$ cat config.mk
export PLATFORM = sky130hd
export DESIGN_NAME = imc_master_ctrl
export DESIGN_NICKNAME = d
export VERILOG_FILES = /design/src/verilog/imc_pkg.sv /design/src/verilog/imc_master_ctrl.sv /design/src/verilog/imc_cond_det.sv
export SDC_FILE = /design/constraint.sdc
export NUM_CORES = 1
export LEC_CHECK = 0
export ABC_AREA = 1
export BUFFER_PORTS_ARGS = -buffer_cell sky130_fd_sc_hd__clkbuf_2
export CORE_MARGIN = 2
export CORE_UTILIZATION = 46
export DETAILED_ROUTE_END_ITERATION = 6
export PLACE_DENSITY = 0.9
export SYNTH_ARGS = -nofsm -noshare
export SYNTH_HDL_FRONTEND = slang
export SYNTH_SLANG_ARGS = --single-unit
$ cat constraint.sdc
create_clock -name clk -period 3.2 [get_ports clk]
set_clock_uncertainty 0.2 [all_clocks]
set_input_delay 0.16 -clock clk [delete_from_list [all_inputs] [get_ports clk]]
set_output_delay 0.16 -clock clk [all_outputs]
set_load 0.01 [all_outputs]
$ cat src/verilog/imc_pkg.sv
// Constants, register map and carrier types of the two-wire master control block.
// Assumes a 32-bit Avalon-MM slave port and a separate bit engine on the same clock.
package imc_pkg;

  // Byte addresses on the register bus
  localparam logic [31:0] IMC_ADDR_CTRL     = 32'hffff0900;
  localparam logic [31:0] IMC_ADDR_STAT     = 32'hffff0904;
  localparam logic [31:0] IMC_ADDR_IRQ_PEND = 32'hffff0940;
  localparam logic [31:0] IMC_ADDR_IRQ_CLR  = 32'hffff0944;

  // Control field positions
  localparam int IMC_CB_MEN  = 0;
  localparam int IMC_CB_BD   = 1;
  localparam int IMC_CB_ILEN = 2;
  localparam int IMC_CB_RSV3 = 3;
  localparam int IMC_CB_RXIE = 4;
  localparam int IMC_CB_TXIE = 5;
  localparam int IMC_CB_ALIE = 6;
  localparam int IMC_CB_NAIE = 7;
  localparam int IMC_CB_CCIE = 8;

  // Status field positions
  localparam int IMC_SB_NACKD = 7;
  localparam int IMC_SB_TC    = 8;
  localparam int IMC_SB_OVF   = 9;
  localparam int IMC_SB_BUSY  = 10;

  // Interrupt group: same layout as control bits 8:4
  localparam int IMC_IRQ_LSB = 4;
  localparam int IMC_IRQ_W   = 5;

  // Writable control bits; reserved 15:9 and 3 stay zero
  localparam logic [15:0] IMC_CTRL_WMASK = 16'h01f7;
  localparam logic [15:0] IMC_CTRL_RST   = 16'h0000;
  localparam logic [15:0] IMC_STAT_RST   = 16'h0000;

  // Events and requests from the bit engine, same clock
  typedef struct packed {
    logic start_req;
    logic active;
    logic rx_push;
    logic rx_full;
    logic tx_done;
    logic arb_lost;
    logic nack_addr;
    logic nack_data;
  } imc_eng_evt_t;

  // Engine wish to pull a line low
  typedef struct packed {
    logic scl_low;
    logic sda_low;
  } imc_drive_t;

  // Level of the two bus lines
  typedef struct packed {
    logic scl;
    logic sda;
  } imc_line_t;

endpackage : imc_pkg

$ cat src/verilog/imc_master_ctrl.sv
// Control, status and interrupt logic of the two-wire bus master, Avalon-MM slave.
// Assumes a bit engine on clk feeding events and drive wishes; pins are open drain.
`timescale 1ns/1ps

// Operation
// - Master mode runs only while control bit 0 is set.
// - Bit 1 set: contend despite another start; clear: wait for free bus.
// - Bit 2 set loops outgoing clock and data back to the inputs.
// - Bit 4 gates the receive interrupt.
// - Bit 5 gates the byte transmitted interrupt.
// - Bit 6 gates the arbitration lost interrupt.
// - Bit 7 gates the not-acknowledge interrupt.
// - Bit 8 gates the transfer complete interrupt raised at stop.
// - Status bit 10 rises on start and falls on stop.
// - Status bit 9 flags a byte pushed into a full receive FIFO.
// - Status bit 8 flags a completed transfer with the slave.
// - Status is read-only; both registers reset to zero.
// - Status bit 7 flags a not-acknowledge to a written data byte.
module imc_master_ctrl
  import imc_pkg::*;
(
  input  wire logic         clk,
  input  wire logic         resetn,
  input  wire logic [31:0]  address,
  input  wire logic         read,
  input  wire logic         write,
  input  wire logic [31:0]  writedata,
  input  wire logic [3:0]   byteenable,
  output logic      [31:0]  readdata,
  output logic              waitrequest,
  input  wire logic         scl_i,
  output logic              scl_o,
  output logic              scl_oe,
  input  wire logic         sda_i,
  output logic              sda_o,
  output logic              sda_oe,
  input  wire imc_eng_evt_t eng_evt,
  input  wire imc_drive_t   eng_drive,
  output logic              master_enable,
  output logic              start_grant,
  output logic              loopback_en,
  output imc_line_t         line_in,
  output logic              bus_busy,
  output logic              irq
);

  typedef struct packed {
    imc_line_t              sync1;
    imc_line_t              sync2;
    logic [15:0]            ctrl;
    logic                   nackd;
    logic                   tc;
    logic                   ovf;
    logic [IMC_IRQ_W-1:0]   pend;
    logic                   own;
    logic                   ack;
    logic [31:0]            rdata;
  } imc_state_t;

  localparam imc_state_t IMC_ST_RST = '{
    sync1: '1,
    sync2: '1,
    ctrl:  IMC_CTRL_RST,
    default: '0
  };

  imc_state_t           st;
  imc_state_t           next_st;
  imc_line_t            line_seen;
  logic                 start_pulse;
  logic                 stop_pulse;
  logic                 men;
  logic                 bd;
  logic                 loop;
  logic                 acc;
  logic                 take_rd;
  logic                 take_wr;
  logic [15:0]          stat;
  logic [15:0]          wv;
  logic [IMC_IRQ_W-1:0] evt;
  logic [IMC_IRQ_W-1:0] clr;
  logic [IMC_IRQ_W-1:0] irq_en;
  logic                 ev_nackd;
  logic                 ev_ovf;
  logic                 ev_tc;

  assign men    = st.ctrl[IMC_CB_MEN];
  assign bd     = st.ctrl[IMC_CB_BD];
  assign loop   = st.ctrl[IMC_CB_ILEN];
  assign irq_en = st.ctrl[IMC_CB_CCIE:IMC_CB_RXIE];

  // Loopback is taken after the synchroniser so the detector sees one domain
  always_comb
  begin
    if (loop)
    begin
      line_seen.scl = ~(men & eng_drive.scl_low);
      line_seen.sda = ~(men & eng_drive.sda_low);
    end
    else
    begin
      line_seen = st.sync2;
    end
  end

  imc_cond_det u_det (
    .clk         (clk),
    .resetn      (resetn),
    .line        (line_seen),
    .start_pulse (start_pulse),
    .stop_pulse  (stop_pulse),
    .bus_busy    (bus_busy)
  );

  // Bus events; detector keeps running while the master is off
  assign ev_tc    = stop_pulse & st.own;
  assign ev_nackd = men & eng_evt.nack_data;
  assign ev_ovf   = men & eng_evt.rx_push & eng_evt.rx_full;
  assign evt = {ev_tc,
                men & (eng_evt.nack_addr | eng_evt.nack_data),
                men & eng_evt.arb_lost,
                men & eng_evt.tx_done,
                men & eng_evt.rx_push};

  assign stat = {5'h00, bus_busy, st.ovf, st.tc, st.nackd, 7'h00};

  // One wait cycle per access; the answer stands at the edge that drops waitrequest
  assign acc         = read | write;
  assign waitrequest = acc & ~st.ack;
  assign take_rd     = read & st.ack;
  assign take_wr     = write & st.ack;

  assign clr = {byteenable[1] & writedata[8], {4{byteenable[0]}} & writedata[7:4]};

  always_comb
  begin
    wv      = st.ctrl;
    next_st = st;
    next_st.sync1 = '{scl: scl_i, sda: sda_i};
    next_st.sync2 = st.sync1;
    next_st.ack   = acc & ~st.ack;
    if (read & ~st.ack)
    begin
      case (address)
        IMC_ADDR_CTRL:     next_st.rdata = {16'h0000, st.ctrl};
        IMC_ADDR_STAT:     next_st.rdata = {16'h0000, stat};
        IMC_ADDR_IRQ_PEND: next_st.rdata = {16'h0000, 7'h00, st.pend, 4'h0};
        default:           next_st.rdata = 32'h0000_0000;
      endcase
    end
    if (take_wr && address == IMC_ADDR_CTRL)
    begin
      if (byteenable[0])
      begin
        wv[7:0] = writedata[7:0];
      end
      if (byteenable[1])
      begin
        wv[15:8] = writedata[15:8];
      end
      // Reserved bits are never stored, so a careless write cannot wake them
      next_st.ctrl = wv & IMC_CTRL_WMASK;
    end
    // Reading status clears its event flags; a same-cycle event still wins
    if (take_rd && address == IMC_ADDR_STAT)
    begin
      next_st.nackd = 1'b0;
      next_st.tc    = 1'b0;
      next_st.ovf   = 1'b0;
    end
    if (ev_nackd)
    begin
      next_st.nackd = 1'b1;
    end
    if (ev_tc)
    begin
      next_st.tc = 1'b1;
    end
    if (ev_ovf)
    begin
      next_st.ovf = 1'b1;
    end
    if (take_wr && address == IMC_ADDR_IRQ_CLR)
    begin
      next_st.pend = (st.pend & ~clr) | evt;
    end
    else
    begin
      next_st.pend = st.pend | evt;
    end
    // Own transfer runs from engine activity to the next stop on the bus
    if (stop_pulse)
    begin
      next_st.own = 1'b0;
    end
    else if (men & eng_evt.active)
    begin
      next_st.own = 1'b1;
    end
  end

  always_ff @(posedge clk or negedge resetn)
  begin
    if (!resetn)
    begin
      st <= IMC_ST_RST;
    end
    else
    begin
      st <= next_st;
    end
  end

  assign readdata      = st.rdata;
  assign master_enable = men;
  assign loopback_en   = loop;
  assign line_in       = line_seen;
  assign start_grant   = men & eng_evt.start_req & (bd | ~bus_busy);
  // In loopback the pins stay released so the bus outside is not disturbed
  assign scl_oe = men & ~loop & eng_drive.scl_low;
  assign sda_oe = men & ~loop & eng_drive.sda_low;
  assign scl_o  = 1'b0;
  assign sda_o  = 1'b0;
  assign irq    = |(st.pend & irq_en);
endmodule : imc_master_ctrl

$ cat src/verilog/imc_cond_det.sv
// Start and stop condition detector with bus busy tracking.
// Assumes line levels already on the clk domain (synchronised or looped back).
`timescale 1ns/1ps
module imc_cond_det
  import imc_pkg::*;
(
  input  wire logic      clk,
  input  wire logic      resetn,
  input  wire imc_line_t line,
  output logic           start_pulse,
  output logic           stop_pulse,
  output logic           bus_busy
);

  typedef struct packed {
    imc_line_t prev;
    logic      start;
    logic      stop;
    logic      busy;
  } imc_det_t;

  imc_det_t st;
  imc_det_t next_st;

  always_comb
  begin
    next_st       = st;
    next_st.prev  = line;
    next_st.start = st.prev.scl & line.scl & st.prev.sda & ~line.sda;
    next_st.stop  = st.prev.scl & line.scl & ~st.prev.sda & line.sda;
    if (next_st.start)
    begin
      next_st.busy = 1'b1;
    end
    else if (next_st.stop)
    begin
      next_st.busy = 1'b0;
    end
  end

  // Idle lines are high; resetting prev high avoids a false start
  always_ff @(posedge clk or negedge resetn)
  begin
    if (!resetn)
    begin
      st <= '{prev: '1, default: '0};
    end
    else
    begin
      st <= next_st;
    end
  end

  assign start_pulse = st.start;
  assign stop_pulse  = st.stop;
  assign bus_busy    = st.busy;
endmodule : imc_cond_det

-- Word-level counts from Yosys, hierarchy flattened
Index checks and enable logic that the tools add are counted.
- shift operators: 0
- magnitude comparators: 0
- multiply operators: 0
- bitwise gates (word level): 41
- equal/unequal tests: 4
- reductions and logical operators: 11
- add/subtract/negate cells: 0
- multiplexer cells: 11
- divide/modulo/power cells: 0
- operator list (operator ; number):
    equality test 32 bit, second input constant ; 4
    one-hot mux 11 bit (3 select lines) ; 1
    bitwise AND 1 bit ; 25
    bitwise AND 5 bit ; 2
    bitwise OR 5 bit ; 2
    nonzero test 2 bit ; 5
    2-to-1 mux 1 bit ; 7
    NOT 1 bit ; 7
    2-to-1 mux 5 bit ; 1
    NOT 5 bit ; 1
    OR reduction 5 bit ; 1
    bitwise AND 4 bit ; 1
    AND reduction 2 bit ; 2
    logical AND 1 bit ; 3
    2-to-1 mux 3 bit ; 1
    bitwise OR 1 bit ; 3
    2-to-1 mux 2 bit ; 1
- memory bits (writable): 0
- word-level logic and storage cells: 84
- memories kept: 0
- memory bits (read-only): 0
- input port bits: 84
- register bits: 58
- bits in latches: 0

-- Longest topological paths before layout
Gate-level depths: netlist of the first run.
- depth after elaboration: 8
- mapped depth: 11

-- Modules after synthesis
From an unflattened synthesis of the first run, not the netlist that was laid out.
- cell total of the unflattened synthesis: 272
- area total of the unflattened synthesis: 2085.8 um^2
- modules (own cells, without submodules) (module ; area each (um^2) ; seq. area each (um^2) ; instances ; cells an instance):
    imc_master_ctrl ; 1916.8 ; 805.8 ; 1 ; 257
    imc_cond_det ; 168.9 ; 127.6 ; 1 ; 15

-- Worst setup path before layout of the first run
Ideal clock, no wire load.
- kind: flip-flop to output port
- from: register st, in the netlist master_enable
- to: output port sda_oe
- stages on the path, launching flop included: 4
- path buffers: 1
- arrival: 1.102 ns
- data required time: 2.840 ns
- slack: 1.738 ns
- path through: dfrtp_1 > clkbuf_1 > inv_1 > nor3b_1
- word-level cells in the longest chain between the ends: 2
- ends and longest elaborated chain (element ; line ; RTL):
    from (decl) ; imc_master_ctrl.sv:67 ; imc_state_t st;
    from (signal assigned) ; imc_master_ctrl.sv:210 ; st <= next_st;
    bitwise AND 1 bit (2 in series) ; imc_master_ctrl.sv:221 ; assign sda_oe = men & ~loop & eng_drive.sda_low;
    to (decl) ; imc_master_ctrl.sv:36 ; output logic sda_oe,
Every way passes these cells.

-- Final worst setup path of the first run
- from: input port write
- to: register st, in the netlist irq_en[4]
- word-level cells in the longest chain between the ends: 3
- ends and longest elaborated chain (element ; line ; RTL):
    from (decl) ; imc_master_ctrl.sv:26 ; input wire logic write,
    bitwise AND 1 bit ; imc_master_ctrl.sv:131 ; assign take_wr = write & st.ack;
    logical AND 1 bit ; imc_master_ctrl.sv:151 ; if (take_wr && address == IMC_ADDR_CTRL)
    AND reduction 2 bit (no line) ; - ;
Every way passes these cells.
A chain may end at the register's enable or synchronous reset.

==> results of run 1 <==
layer usage:
metal,track usage [%],vias up,share of wire [%]
met3,4.416,10,7.3
met1,22.29,845,39
li1,-,968,-
met2,34.58,73,51
met5,0,-,0
met4,7.966,0,2.0
Yosys cell counts (2+ instances only):
| cell | count |
|---|---|
| o21ai_0 | 8 |
| nor2_2 | 5 |
| nand3_1 | 18 |
| nor2_4 | 2 |
| dfrtp_1 | 30 |
| nor3_1 | 2 |
| inv_1 | 20 |
| o21ai_1 | 2 |
| o31ai_1 | 2 |
| buf_4 | 36 |
| nor2_1 | 16 |
| clkbuf_1 | 2 |
| nand4_1 | 2 |
| a21oi_1 | 2 |
| inv_2 | 4 |
| nand2_1 | 105 |
| dfstp_2 | 6 |
cell type report:
| class | instances | area [µm²] | share of cell area, % |
|---|---|---|---|
| multi-input cells | 195 | 852.1 | 31.76 |
| flip-flops and latches | 36 | 908.4 | 33.86 |
| clock buffers | 5 | 68.82 | 2.565 |
| repair buffers | 104 | 655.6 | 24.44 |
| clock inverters | 3 | 42.54 | 1.586 |
| inverters | 24 | 90.09 | 3.358 |
| well taps | 52 | 65.06 | 2.425 |
state kept, by name, summed over array words and instances, names as in the netlist:
name,flops
u_det.st,2
irq_en,5
master_enable,1
st,12
next_st,2
readdata,10
bd,1
loopback_en,1
u_det.bus_busy,1
u_det.stop_pulse,1
critical path: stages:
cell,delay (ns)
dlygate4sd3_1,0.53
clkbuf_2,0.11
nand2_1,0.14
inv_1,0.13
nand4_1,0.11
dlygate4sd3_1,0.55
nand2_1,0.05
dlygate4sd3_1,0.55
worst max-delay path by stage:
| stage | startpoint | endpoint |
|---|---|---|
| floorplan | master_enable | sda_oe |
| global placement | address[17] | master_enable |
| detailed placement | address[21] | master_enable |
| CTS | write | irq_en[4] |
| global route | address[24] | irq_en[4] |
| finish | write | irq_en[4] |
kinds of logic (layout without fill, tap and decap cells):
logic type | after synthesis | after routing | share of synthesized area [%]
DFF | 36 | 36 | 44.13
buffers and inverters | 64 | 136 | 18.66
other | 1 | 24 | 0.1822
AOI/OAI and AO/OA | 16 | 16 | 4.377
and+or+nand+nor | 155 | 155 | 32.65
power by group:
group	switching, mW	internal [mW]
sequential	0.00566	0.466
clock	0.167	0.230
combinational	0.0658	0.0560
through the flow:
stage / utilization, % / worst slack, ns / cells
4_1_cts: 62.04 / 0.8623 / 419
3_5_place_dp: 53.21 / 1.529 / 384
2_1_floorplan: - / 1.738 / 295
5_1_grt: 62.04 / 0.7511 / 419
3_3_place_gp: 53.21 / 1.559 / 384
6_report: 62.04 / 0.8446 / 419
==> impl.org, run 1 <==
** Floorplan
- Ports placed on the boundary :: 128
- The die is 70.89 µm tall.
- Core area :: 4324 µm²
- The initial utilization of the core area, before any placement, comes to 47.60%.
- The floorplan step set the die width to 70.89 µm.
- The floorplan has 24 rows.
- Die Area :: 5025 µm²

** Layout
- The net count of the finished layout is 450.
- Layout cells sized above 1 :: 28.88%
- 0 antenna diodes ended up in the layout.
- The library cell used most frequently in the layout, excluding fill and tap cells, is nand2_1.
- After routing the design area is 2683 µm².
- Leading cell types in the layout, fill and taps excluded :: nand2_1 (105), clkbuf_2 (77), dfrtp_1 (30), dlygate4sd3_1 (27), conb_1 (24)
- P&R area growth vs syn :: 30.33%
- Filler instances :: 383

** Synth
- Sequential elements use 44.13% of the synthesized area.
- Count of warnings emitted by yosys :: 0
- Ranking of synthesized cells by area :: dfrtp_1 (36%), nand2_1 (19%), buf_4 (13%), dfstp_2 (7.7%), nand3_1 (4.4%)
- Most used flip-flop cell after synthesis :: dfrtp_1
- The synthesized netlist occupies a cell area of 2058 µm².
- Cell type with the largest total area after synthesis :: dfrtp_1
- Cell variety after synth :: 27
- For this run, asynchronously set or reset flops after synthesis account for 100.0%.
- Synthesized area divided by synthesized cell count :: 7.567 µm²
- Synth Instances :: 272
- Yosys top cell area share :: 36.47%
- Post-synth EDFFs :: 0
- Flops & latches, synth :: 36

** Power and ir drop
- In this run the static leakage power is 1.522 nW.
- The worst-case IR drop observed on VDD is 0.2240 mV.
- Power comes to 0.9910 mW.
- Power spread over the standard cell area amounts to 369.4 nW/µm².

** Critical path
- STA classifies the critical path endpoint as a register.
- The setup check on the worst reg-to-reg path leaves a slack of 0.90 ns.
- Reg2reg end :: irq_en[4]
- The number of cells on the worst reg-to-reg path is 6.
- WP data required :: 3.18 ns
- Critical Path Fanout Max :: 5
- Worst r2r src :: st[32]
- STA puts the critical path data arrival time at 2.33 ns.
- CP startpoint kind :: input port
- The critical path is of the input port to register type.

** Global routing
- The number of global-route vias before repair is 1851.
- Entering global routing, the biggest net connects 37 pins.
- Global routing consumed, over all layers together, 19.36% of the routing resources.
- The initial antenna violation count is 0.
- Wire length of the first global-routing pass :: 7755 µm
- Final global-route overflow total :: 0

** Timing
- Of the available clock period, the critical path in the final layout requires 73.60%.
- The max-slew violation count is 0.
- For this run, the top clock speed supported by timing is 0.4246 GHz.
- RSZ-0062 raised after global routing :: no
- Final Critical Period :: 2.355 ns
- Final setup vio count :: 0
- Slew at the pin closest to its max-slew limit :: 0.8417 ns
- Number of failing hold endpoints at the final stage :: 0
- Setup tns final :: 0 ns
- Hold timing on the final database bottoms out at a slack of 0.03550 ns.
- Relative slew margins :: 43.89%

** CTS
- Count of instances resized after the clock tree is built :: 0
- CTS saw 36 sinks.
- Number of hold-repair buffers added at the cts stage :: 27
- The later pin in the worst-skew pair is clocked with a latency of 0.30 ns.
- Buffers inserted during clock tree synthesis total 5.
- Buffers added to address setup during post-CTS repair amount to 0.
- Clk root buf :: clkbuf_8
- Register clock-pin slew on the reported worst setup and hold paths :: 0.07 ns
- TritonCTS built the clock tree.
- In this run the number of H-tree levels came out at 2.
- No sink is reached through more buffers than the 2 on the longest clock path.

** Worst hold path
- For hold timing, the worst endpoint is st[37].
- Counting instances, the worst hold path has a depth of 4.
- Class of the tightest hold or removal check :: input port to register
- Min-Delay Startpoint :: byteenable[0]

** Routing
- Via density per instance :: 4.525
- In this run the remaining antenna-violating nets after routing total 0.
- Remaining DRCs :: 0
- Wires add up to 4473 µm.
- Number of DRC markers in iteration 0 :: 85
- In the final routed layout, each cell accounts on average for 10.68 µm.
- Number of iterations in the first detailed-routing pass :: 4
- Routed via count :: 1896

** Status
- The run finished with clean final reports.

** Job
- Max cap viols :: 0

** Placement
- At the end of routability-driven placement, the weighted congestion stood at 0.8177.
- After legalization and detailed placement, the total HPWL measured 3429 µm.
- In this run the cell area measured after placement is 2301 µm².
- Port buffering added 77 buffers.
Power figures use the tool's default switching activity.
==> inputs of run 2 (changes only) <==
Settings changed: CORE_UTILIZATION 46 to 39, PLACE_DENSITY 0.9 to 0.82.
Clock period 3.2 ns to 2.1 ns, I/O delays scaled along.
==> run 2 against run 1 <==
Effect of this change:
- clock power increased by 30%
- design area increased by 1.9%
- cell count increased by 5.5%
- via count increased by 1.8%
- largest cell class unchanged
==> impl.org, run 2 (synthesis gave the netlist of run 1 again) <==
** Status
- The run finished with clean final reports.

** Job
- The tool flagged a number of max-cap violations equal to 0.

** Placement
- HPWL reported at the end of detailed placement :: 3500 µm
- Port buffering added 77 buffers.
- RePlAce Congestion :: 0.8483
- Setup WS pre-CTS :: 0.5590 ns
- In this run, placement finished with an instance count of 404.

** Critical path
- Worst path arrival time :: 1.64 ns
- Worst r2r src :: st[32]
- The critical path is of the input port to primary output type.
- Type of destination of the critical path :: primary output
- Reg2reg end :: st[35]
- CP startpoint kind :: input port
- Across all register-to-register paths, the minimum setup slack is 0.17 ns.
- Critical Path Fanout Max :: 3
- Measured in cells, the most critical reg-to-reg path has a length of 6.
- WP data required :: 1.79 ns

** Timing
- For the final routed database, the setup TNS stands at 0 ns.
- The max-slew violation count was 0.
- Setup violations remaining at the end of the flow were counted as 0.
- Slew at the pin closest to its max-slew limit :: 0.8614 ns
- The final number of hold-violating endpoints was 0.
- Once routing completed, OpenROAD measured the worst setup slack at 0.1516 ns.
- Measured against its own limit, the worst slew margin works out to 42.58%.
- Based on the critical path, the design can be clocked at up to 0.5132 GHz.
- Counting I/O delays and the setup requirement, the final critical path takes 1.948 ns.
- RSZ-0062 raised after global routing :: no
- Ratio of final minimum period to clock period :: 92.78%

** Routing
- In the final routed layout, each cell accounts on average for 10.68 µm.
- Remaining DRCs :: 0
- Routed WL :: 4721 µm
- The routed layout has 1931 vias.
- The count of nets left with antenna violations once routing finished came out at 0.
- For this run, the detailed router's first-pass iteration total came to 4.
- Via density per instance :: 4.369
- The detailed router finished its first iteration with 77 violations.

** Layout
- Top reg by flops :: st
- In the final layout, the share of cells above drive strength 1 is 29.03%.
- The top cell types in the final layout, fill and taps aside, are nand2_1 (105), clkbuf_2 (77), dfrtp_1 (30), dlygate4sd3_1 (30), conb_1 (24).
- The repair_antennas step left the layout with diodes totalling 0.
- The register with the most flip-flops in the layout has 12 of them.
- The count of cells in the finished layout, fillers not included, comes to 442.
- For this run, the post-layout net count is 455.
- The library cell used most frequently in the layout, excluding fill and tap cells, is nand2_1.
- Relative to the synthesized area, the layout overhead comes to 32.77%.

** Floorplan
- Die Area :: 5874 µm²
- Initial core utilization :: 40.30%
- Number of placement rows :: 26
- Die width :: 76.65 µm
- During I/O placement, the number of pins put on the boundary was 128.
- The floorplan step defined a core boundary enclosing 5107 µm².
- Die boundary height :: 76.65 µm

** Power and ir drop
- Power per Cell Area :: 521.5 nW/µm²
- Overall power of the completed layout :: 1.425 mW
- Peak ir drop on the vdd network :: 0.3282 mV
- Summed over all cells, the static leakage comes to 1.541 nW.

** CTS
- After clock tree synthesis, the clock-pin slew on the worst setup and hold paths is 0.07 ns.
- The root buffer cell chosen for the clock tree is clkbuf_8.
- CTS H-Tree Depth :: 2
- Clock insertion delay at the later pin of the skew report :: 0.30 ns
- For this design, the sink count on the clock tree is 36.
- TritonCTS built the clock tree.
- Buffers inserted during clock tree synthesis total 5.
- Max clock buf depth :: 2

** Global routing
- Wire length of the first global-routing pass :: 8431 µm
- Summed over all layers, the global routing overflow is 0.
- Global routing used 17.97% of the available tracks.
- The number of global-route vias before repair came to 1991.
- Entering global routing, the biggest net connects 37 pins.
- Antenna violations before repair :: 0

** Worst hold path
- Cells on Worst Hold Path :: 5
- The startpoint identified for the worst hold timing path is byteenable[0].
- The path with the worst hold slack has its endpoint at loopback_en.
- Class of the tightest hold or removal check :: input port to register
==> run 2: cell types whose count changed in the layout (fill, tap and decap cells not counted), sizes merged <==
cell	before	now
bufinv	1	0
buf	0	2
clkinv	1	0
dlygate4sd3	27	30
clkbuf	82	84
==> run 2: what timing repair did <==
action / CTS / global route
gates resized for setup: 0 / 1
hold endpoints to repair: 53 / 0
endpoints found under the setup margin: 0 / 1
setup buffers: 0 / 0
hold buffers: 30 / 0
==> run 2: worst max-delay path by stage <==
stage                  start            end  cells past startpoint  slack [ns]
6_report                read    waitrequest                      6        0.15
5_1_grt               st[32]         st[35]                      6       0.003
4_1_cts                 read    waitrequest                      6        0.15
3_5_place_dp     address[21]             bd                     10        0.56
3_3_place_gp     address[17]  master_enable                     10        0.58
2_1_floorplan  master_enable         sda_oe                      3        0.69
==> run 2: layout make-up <==
class / instances / area (µm²)
fill: 504 / 2375
multi-input combinational: 195 / 852.1
clock buffer: 7 / 86.33
sequential: 36 / 908.4
clock inverter: 1 / 7.507
inverter: 24 / 90.09
tap: 70 / 87.58
timing repair buffer: 109 / 700.7
==> run 2: where the power goes <==
| group | switching (mW) | leakage (nW) | internal, mW |
|---|---|---|---|
| Clock | 0.251 | 0.0445 | 0.266 |
| Combinational | 0.101 | 1.03 | 0.0875 |
| Sequential | 0.00921 | 0.468 | 0.710 |
| Total | 0.361 | 1.54 | 1.06 |
==> run 2: through the flow <==
step,util (%),cell area [µm²],hold WS [ns]
after global placement,45.79,2338,-0.005293
after floorplan,-,2145,-0.3906
after global routing,53.50,2733,0.1030
after detailed placement,45.79,2338,-0.006138
after CTS,53.50,2733,0.04404
final,53.50,2733,0.05291
==> run 2: worst max-delay path: stages <==
cell	delay, ns
dlygate4sd3_1	0.53
clkbuf_2	0.13
nor2_1	0.04
dlygate4sd3_1	0.55
nor2_1	0.14
clkbuf_2	0.16
==> run 2: metal layers <==
metal  wire [µm]  up-vias  track usage [%]  part of all wire [%]
li1            -      978                -                     -
met1        1894      871            19.89                    40
met2        2403       71            31.50                    51
met3         318       11            4.858                   6.7
met4         104        0            9.273                   2.2
met5           0        -                0                     0
==> inputs of run 3 (changes only) <==
Settings changed: ABC_AREA 1 to unset, CORE_UTILIZATION 39 to 38, PLACE_DENSITY 0.82 to 0.81.
==> run 3 against run 2 <==
Effect of this change:
- clock-buffer cell count shrank 1
- die area shrank 1.7%
- wire length shrank 2.6%
- first-iteration DRC count shrank 3.9%
- hold slack lost 0.049 ns
- largest cell class unchanged
- synthesized cell count shrank 29%
- global-route usage shrank 1.5 points
- maximum frequency shrank 2.3%
- sequential cell count is the same
==> impl.org, run 3 <==
** Critical path
- Worst path cell trace :: and3_4 > buf_4 > nand3_1 > o31ai_1 > nand2_1 > dlygate4sd3_1
- The worst setup path is captured at a register.
- Cell type of the slowest stage on the worst timing path :: dlygate4sd3_1
- STA puts the critical path data arrival time at 1.97 ns.
- The critical path crosses 6 cells after its start point.
- Reg2reg end :: st[34]
- Count of buffering cells on the critical path with inverters included :: 2
- Slowest cell delay on critical path :: 0.55 ns
- CP startpoint kind :: register
- Critical Path Fanout Max :: 7
- The worst register-to-register path has a depth of 6.
- Critical path start-end classification :: register to register
- The worst register-to-register path has a setup slack of 0.11 ns.
- WP data required :: 2.07 ns
- In this run the worst setup path begins at st[32].
- Worst r2r src :: st[32]
- Family of cells with the greatest summed delay on the critical path :: buffers and inverters

** Worst hold path
- In this run the most critical hold path is launched from read.
- Endpoint with the worst hold slack :: st[40]
- Counting instances, the worst hold path has a depth of 3.
- The min-delay analysis places its worst path in the category input port to register.

** Timing
- The max-slew violation count came to 0.
- For this run, the top clock speed supported by timing is 0.5014 GHz.
- The worst pin sits at a relative slew slack of 42.64%.
- Final setup vio count :: 0
- The final number of hold-violating endpoints is 0.
- Ratio of final minimum period to clock period :: 94.97%
- Setup repair after global routing left no endpoint under its margin.
- Summed over all failing endpoints, the final setup total negative slack is 0 ns.
- At the pin with the least slew margin, the transition time is 0.8604 ns.
- Final Critical Period :: 1.994 ns

** Synth
- For this run, the leading register cell type out of synthesis is dfrtp_1.
- Of the synthesized area, sequential elements account for 46.12%.
- Cell type with the largest total area after synthesis :: dfrtp_1
- Flops & latches, synth :: 36
- In this run the cell area of the synthesized design comes to 1969 µm².
- After synthesis, the most frequently instantiated cells are buf_4 (36), dfrtp_1 (30), nand2_1 (24).
- After synthesis, the netlist uses 41 different library cells.
- Ranking of synthesized cells by area :: dfrtp_1 (38%), buf_4 (14%), dfstp_2 (8.0%), mux2_2 (4.6%), nand2_1 (4.6%)
- Synthesized area divided by synthesized cell count :: 10.15 µm²
- Count of warnings emitted by yosys :: 0
- In the synthesized netlist the async set-or-reset flop fraction comes to 100.0%.
- Yosys top cell area share :: 38.12%
- Counting flops with a built-in enable in the synthesized netlist gives 0.
- Top-count cell post-synth :: buf_4
- The cell count after synthesis came out at 194.

** CTS
- Number of buffers created by CTS :: 5
- Clk root buf :: clkbuf_8
- CTS saw 36 sinks.
- In this run the deepest clock path goes through 2 buffers.
- TritonCTS clock tree :: done
- The H-tree generated during clock tree synthesis spans 2 levels.
- Register clock-pin slew on the reported worst setup and hold paths :: 0.07 ns
- Clock insertion delay at the later pin of the skew report :: 0.29 ns

** Routing
- In the final routed layout, each cell accounts on average for 12.84 µm.
- The pre-antenna-repair detailed-routing pass consisted of 5 iterations.
- Across all layers, the routed design uses 1711 vias.
- For this block, the initial DRC count from the detailed router was 74.
- Routed WL :: 4598 µm
- Remaining DRCs :: 0
- Using the TritonRoute via totals, the vias-per-cell ratio works out to 4.779.
- In this run the remaining antenna-violating nets after routing total 0.

** Floorplan
- Die Area :: 5774 µm²
- The floorplan has 26 rows.
- From left edge to right edge, the die measures 75.99 µm.
- For this configuration, the core starts out at a cell density of 39.06%.
- For this design the top-level I/O count stands at 128.
- In this run the vertical extent of the chip is 75.99 µm.
- The region available for standard cell placement spans 5042 µm².

** Layout
- P&R area growth vs syn :: 34.43%
- Final core utilization :: 52.51%
- Layout cells sized above 1 :: 38.54%
- The net count of the finished layout is 371.
- Top reg by flops :: st
- Area of combinational cells with multiple inputs :: 854.6 µm²
- In the layout the commonest cells are clkbuf_2 (75), dfrtp_1 (29), dlygate4sd3_1 (26), nand2_1 (24), conb_1 (24).
- Most common cell after layout, fill and taps aside :: clkbuf_2
- Across the whole layout, storage elements account for 909.6 µm².
- The register with the most flip-flops in the layout has 12 of them.
- Number of inserted diodes :: 0
- After filler insertion, the fill cell instance count of the layout stands at 465.

** Global routing
- Gr usage total :: 16.48%
- Final global-route overflow total :: 0
- The initial antenna violation count was 0.
- Entering global routing, the biggest net connects 37 pins.
- Vias in the first global route :: 1686
- The first global-routing pass estimated 7624 µm of wire.

** Placement
- The HPWL after detailed placement is 3281 µm.
- RePlAce Congestion :: 0.8196
- During placement, the flow inserted port buffers numbering 77.

** Power and ir drop
- Combinational logic is responsible for 12.4% of the overall power.
- Peak ir drop on the vdd network :: 0.4191 mV
- Fraction of power spent switching nets :: 22.90%
- Psw :: 0.3423 mW
- Static Leakage :: 1.373 nW
- The clock network accounts for 39.6% of the total power.
- Sequential group share of total power :: 48.0%
- The internal power of the cells totals 1.153 mW.
- Dividing total power by cell area gives a power density of 564.6 nW/µm².

** Status
- Run status :: completed

** Job
- Max cap viols :: 0
==> run 3: through the flow <==
step	instance area (µm²)	setup slack, ns	hold slack (ns)	cells	total power, mW
CTS	2606	0.03636	0.003056	356	1.498
floorplan	2056	0.4739	-0.3906	217	0.8291
finish	2648	0.1056	0.003726	358	1.495
detailed placement	2238	0.1884	-0.006138	322	0.8732
global route	2648	0.01139	0.05308	358	1.558
global placement	2238	0.2144	-0.007114	322	0.8696
==> run 3: logic make-up (layout without fill, tap and decap cells) <==
kind of cell / count (synthesis) / after routing / share of synthesized area [%]
flops: 36 / 36 / 46.12
buf+inv: 46 / 117 / 15.69
mux: 13 / 13 / 7.116
compound gates: 31 / 31 / 11.25
simple gates: 67 / 67 / 19.63
other cells: 1 / 24 / 0.1904
==> run 3: per-layer routing <==
metal	vias to the layer above	share of wire, %	GRT usage (%)	routed length [µm]
li1	818	-	-	-
met1	812	40	18.99	1830
met2	70	53	29.82	2423
met3	11	5.5	4.147	252
met4	0	2.0	5.636	91
met5	-	0	0	0
==> run 3: power groups by stage <==
stage	clock [mW]	sequential [mW]	combinational (mW)
2_1_floorplan	0	0.727	0.102
3_3_place_gp	0	0.728	0.141
3_5_place_dp	0	0.729	0.144
4_1_cts	0.604	0.716	0.178
5_1_grt	0.634	0.718	0.205
6_report	0.592	0.717	0.186
==> run 3: layout make-up <==
type / count / area share [%]
Clock buffer: 6 / 2.741
Timing Repair Buffer: 106 / 25.57
Sequential cell: 36 / 34.36
Multi-Input combinational cell: 135 / 32.28
Clock inverter: 2 / 1.323
Inverter: 3 / 0.4253
Tap cell: 70 / 3.308
==> run 3: worst max-delay path by stage <==
stage / slack, ns / to
3_3_place_gp: 0.21 / loopback_en
2_1_floorplan: 0.47 / bd
4_1_cts: 0.04 / st[34]
5_1_grt: 0.01 / st[35]
6_report: 0.11 / st[34]
3_5_place_dp: 0.19 / irq_en[0]
==> run 3: timing repair <==
action                                  CTS  global route
gates resized for setup                   0            11
buffers inserted                          0             3
hold endpoints to repair                 54             0
hold buffers                             26             0
endpoints found under the setup margin    0             2
==> run 3: tightest hold or removal path, delay by kind of cell <==
family / cells / cell delay [ns]
AO/OA/AOI/OAI: 1 / 0.13
AND/OR/NAND/NOR: 1 / 0.08
buffers and inverters: 1 / 0.14
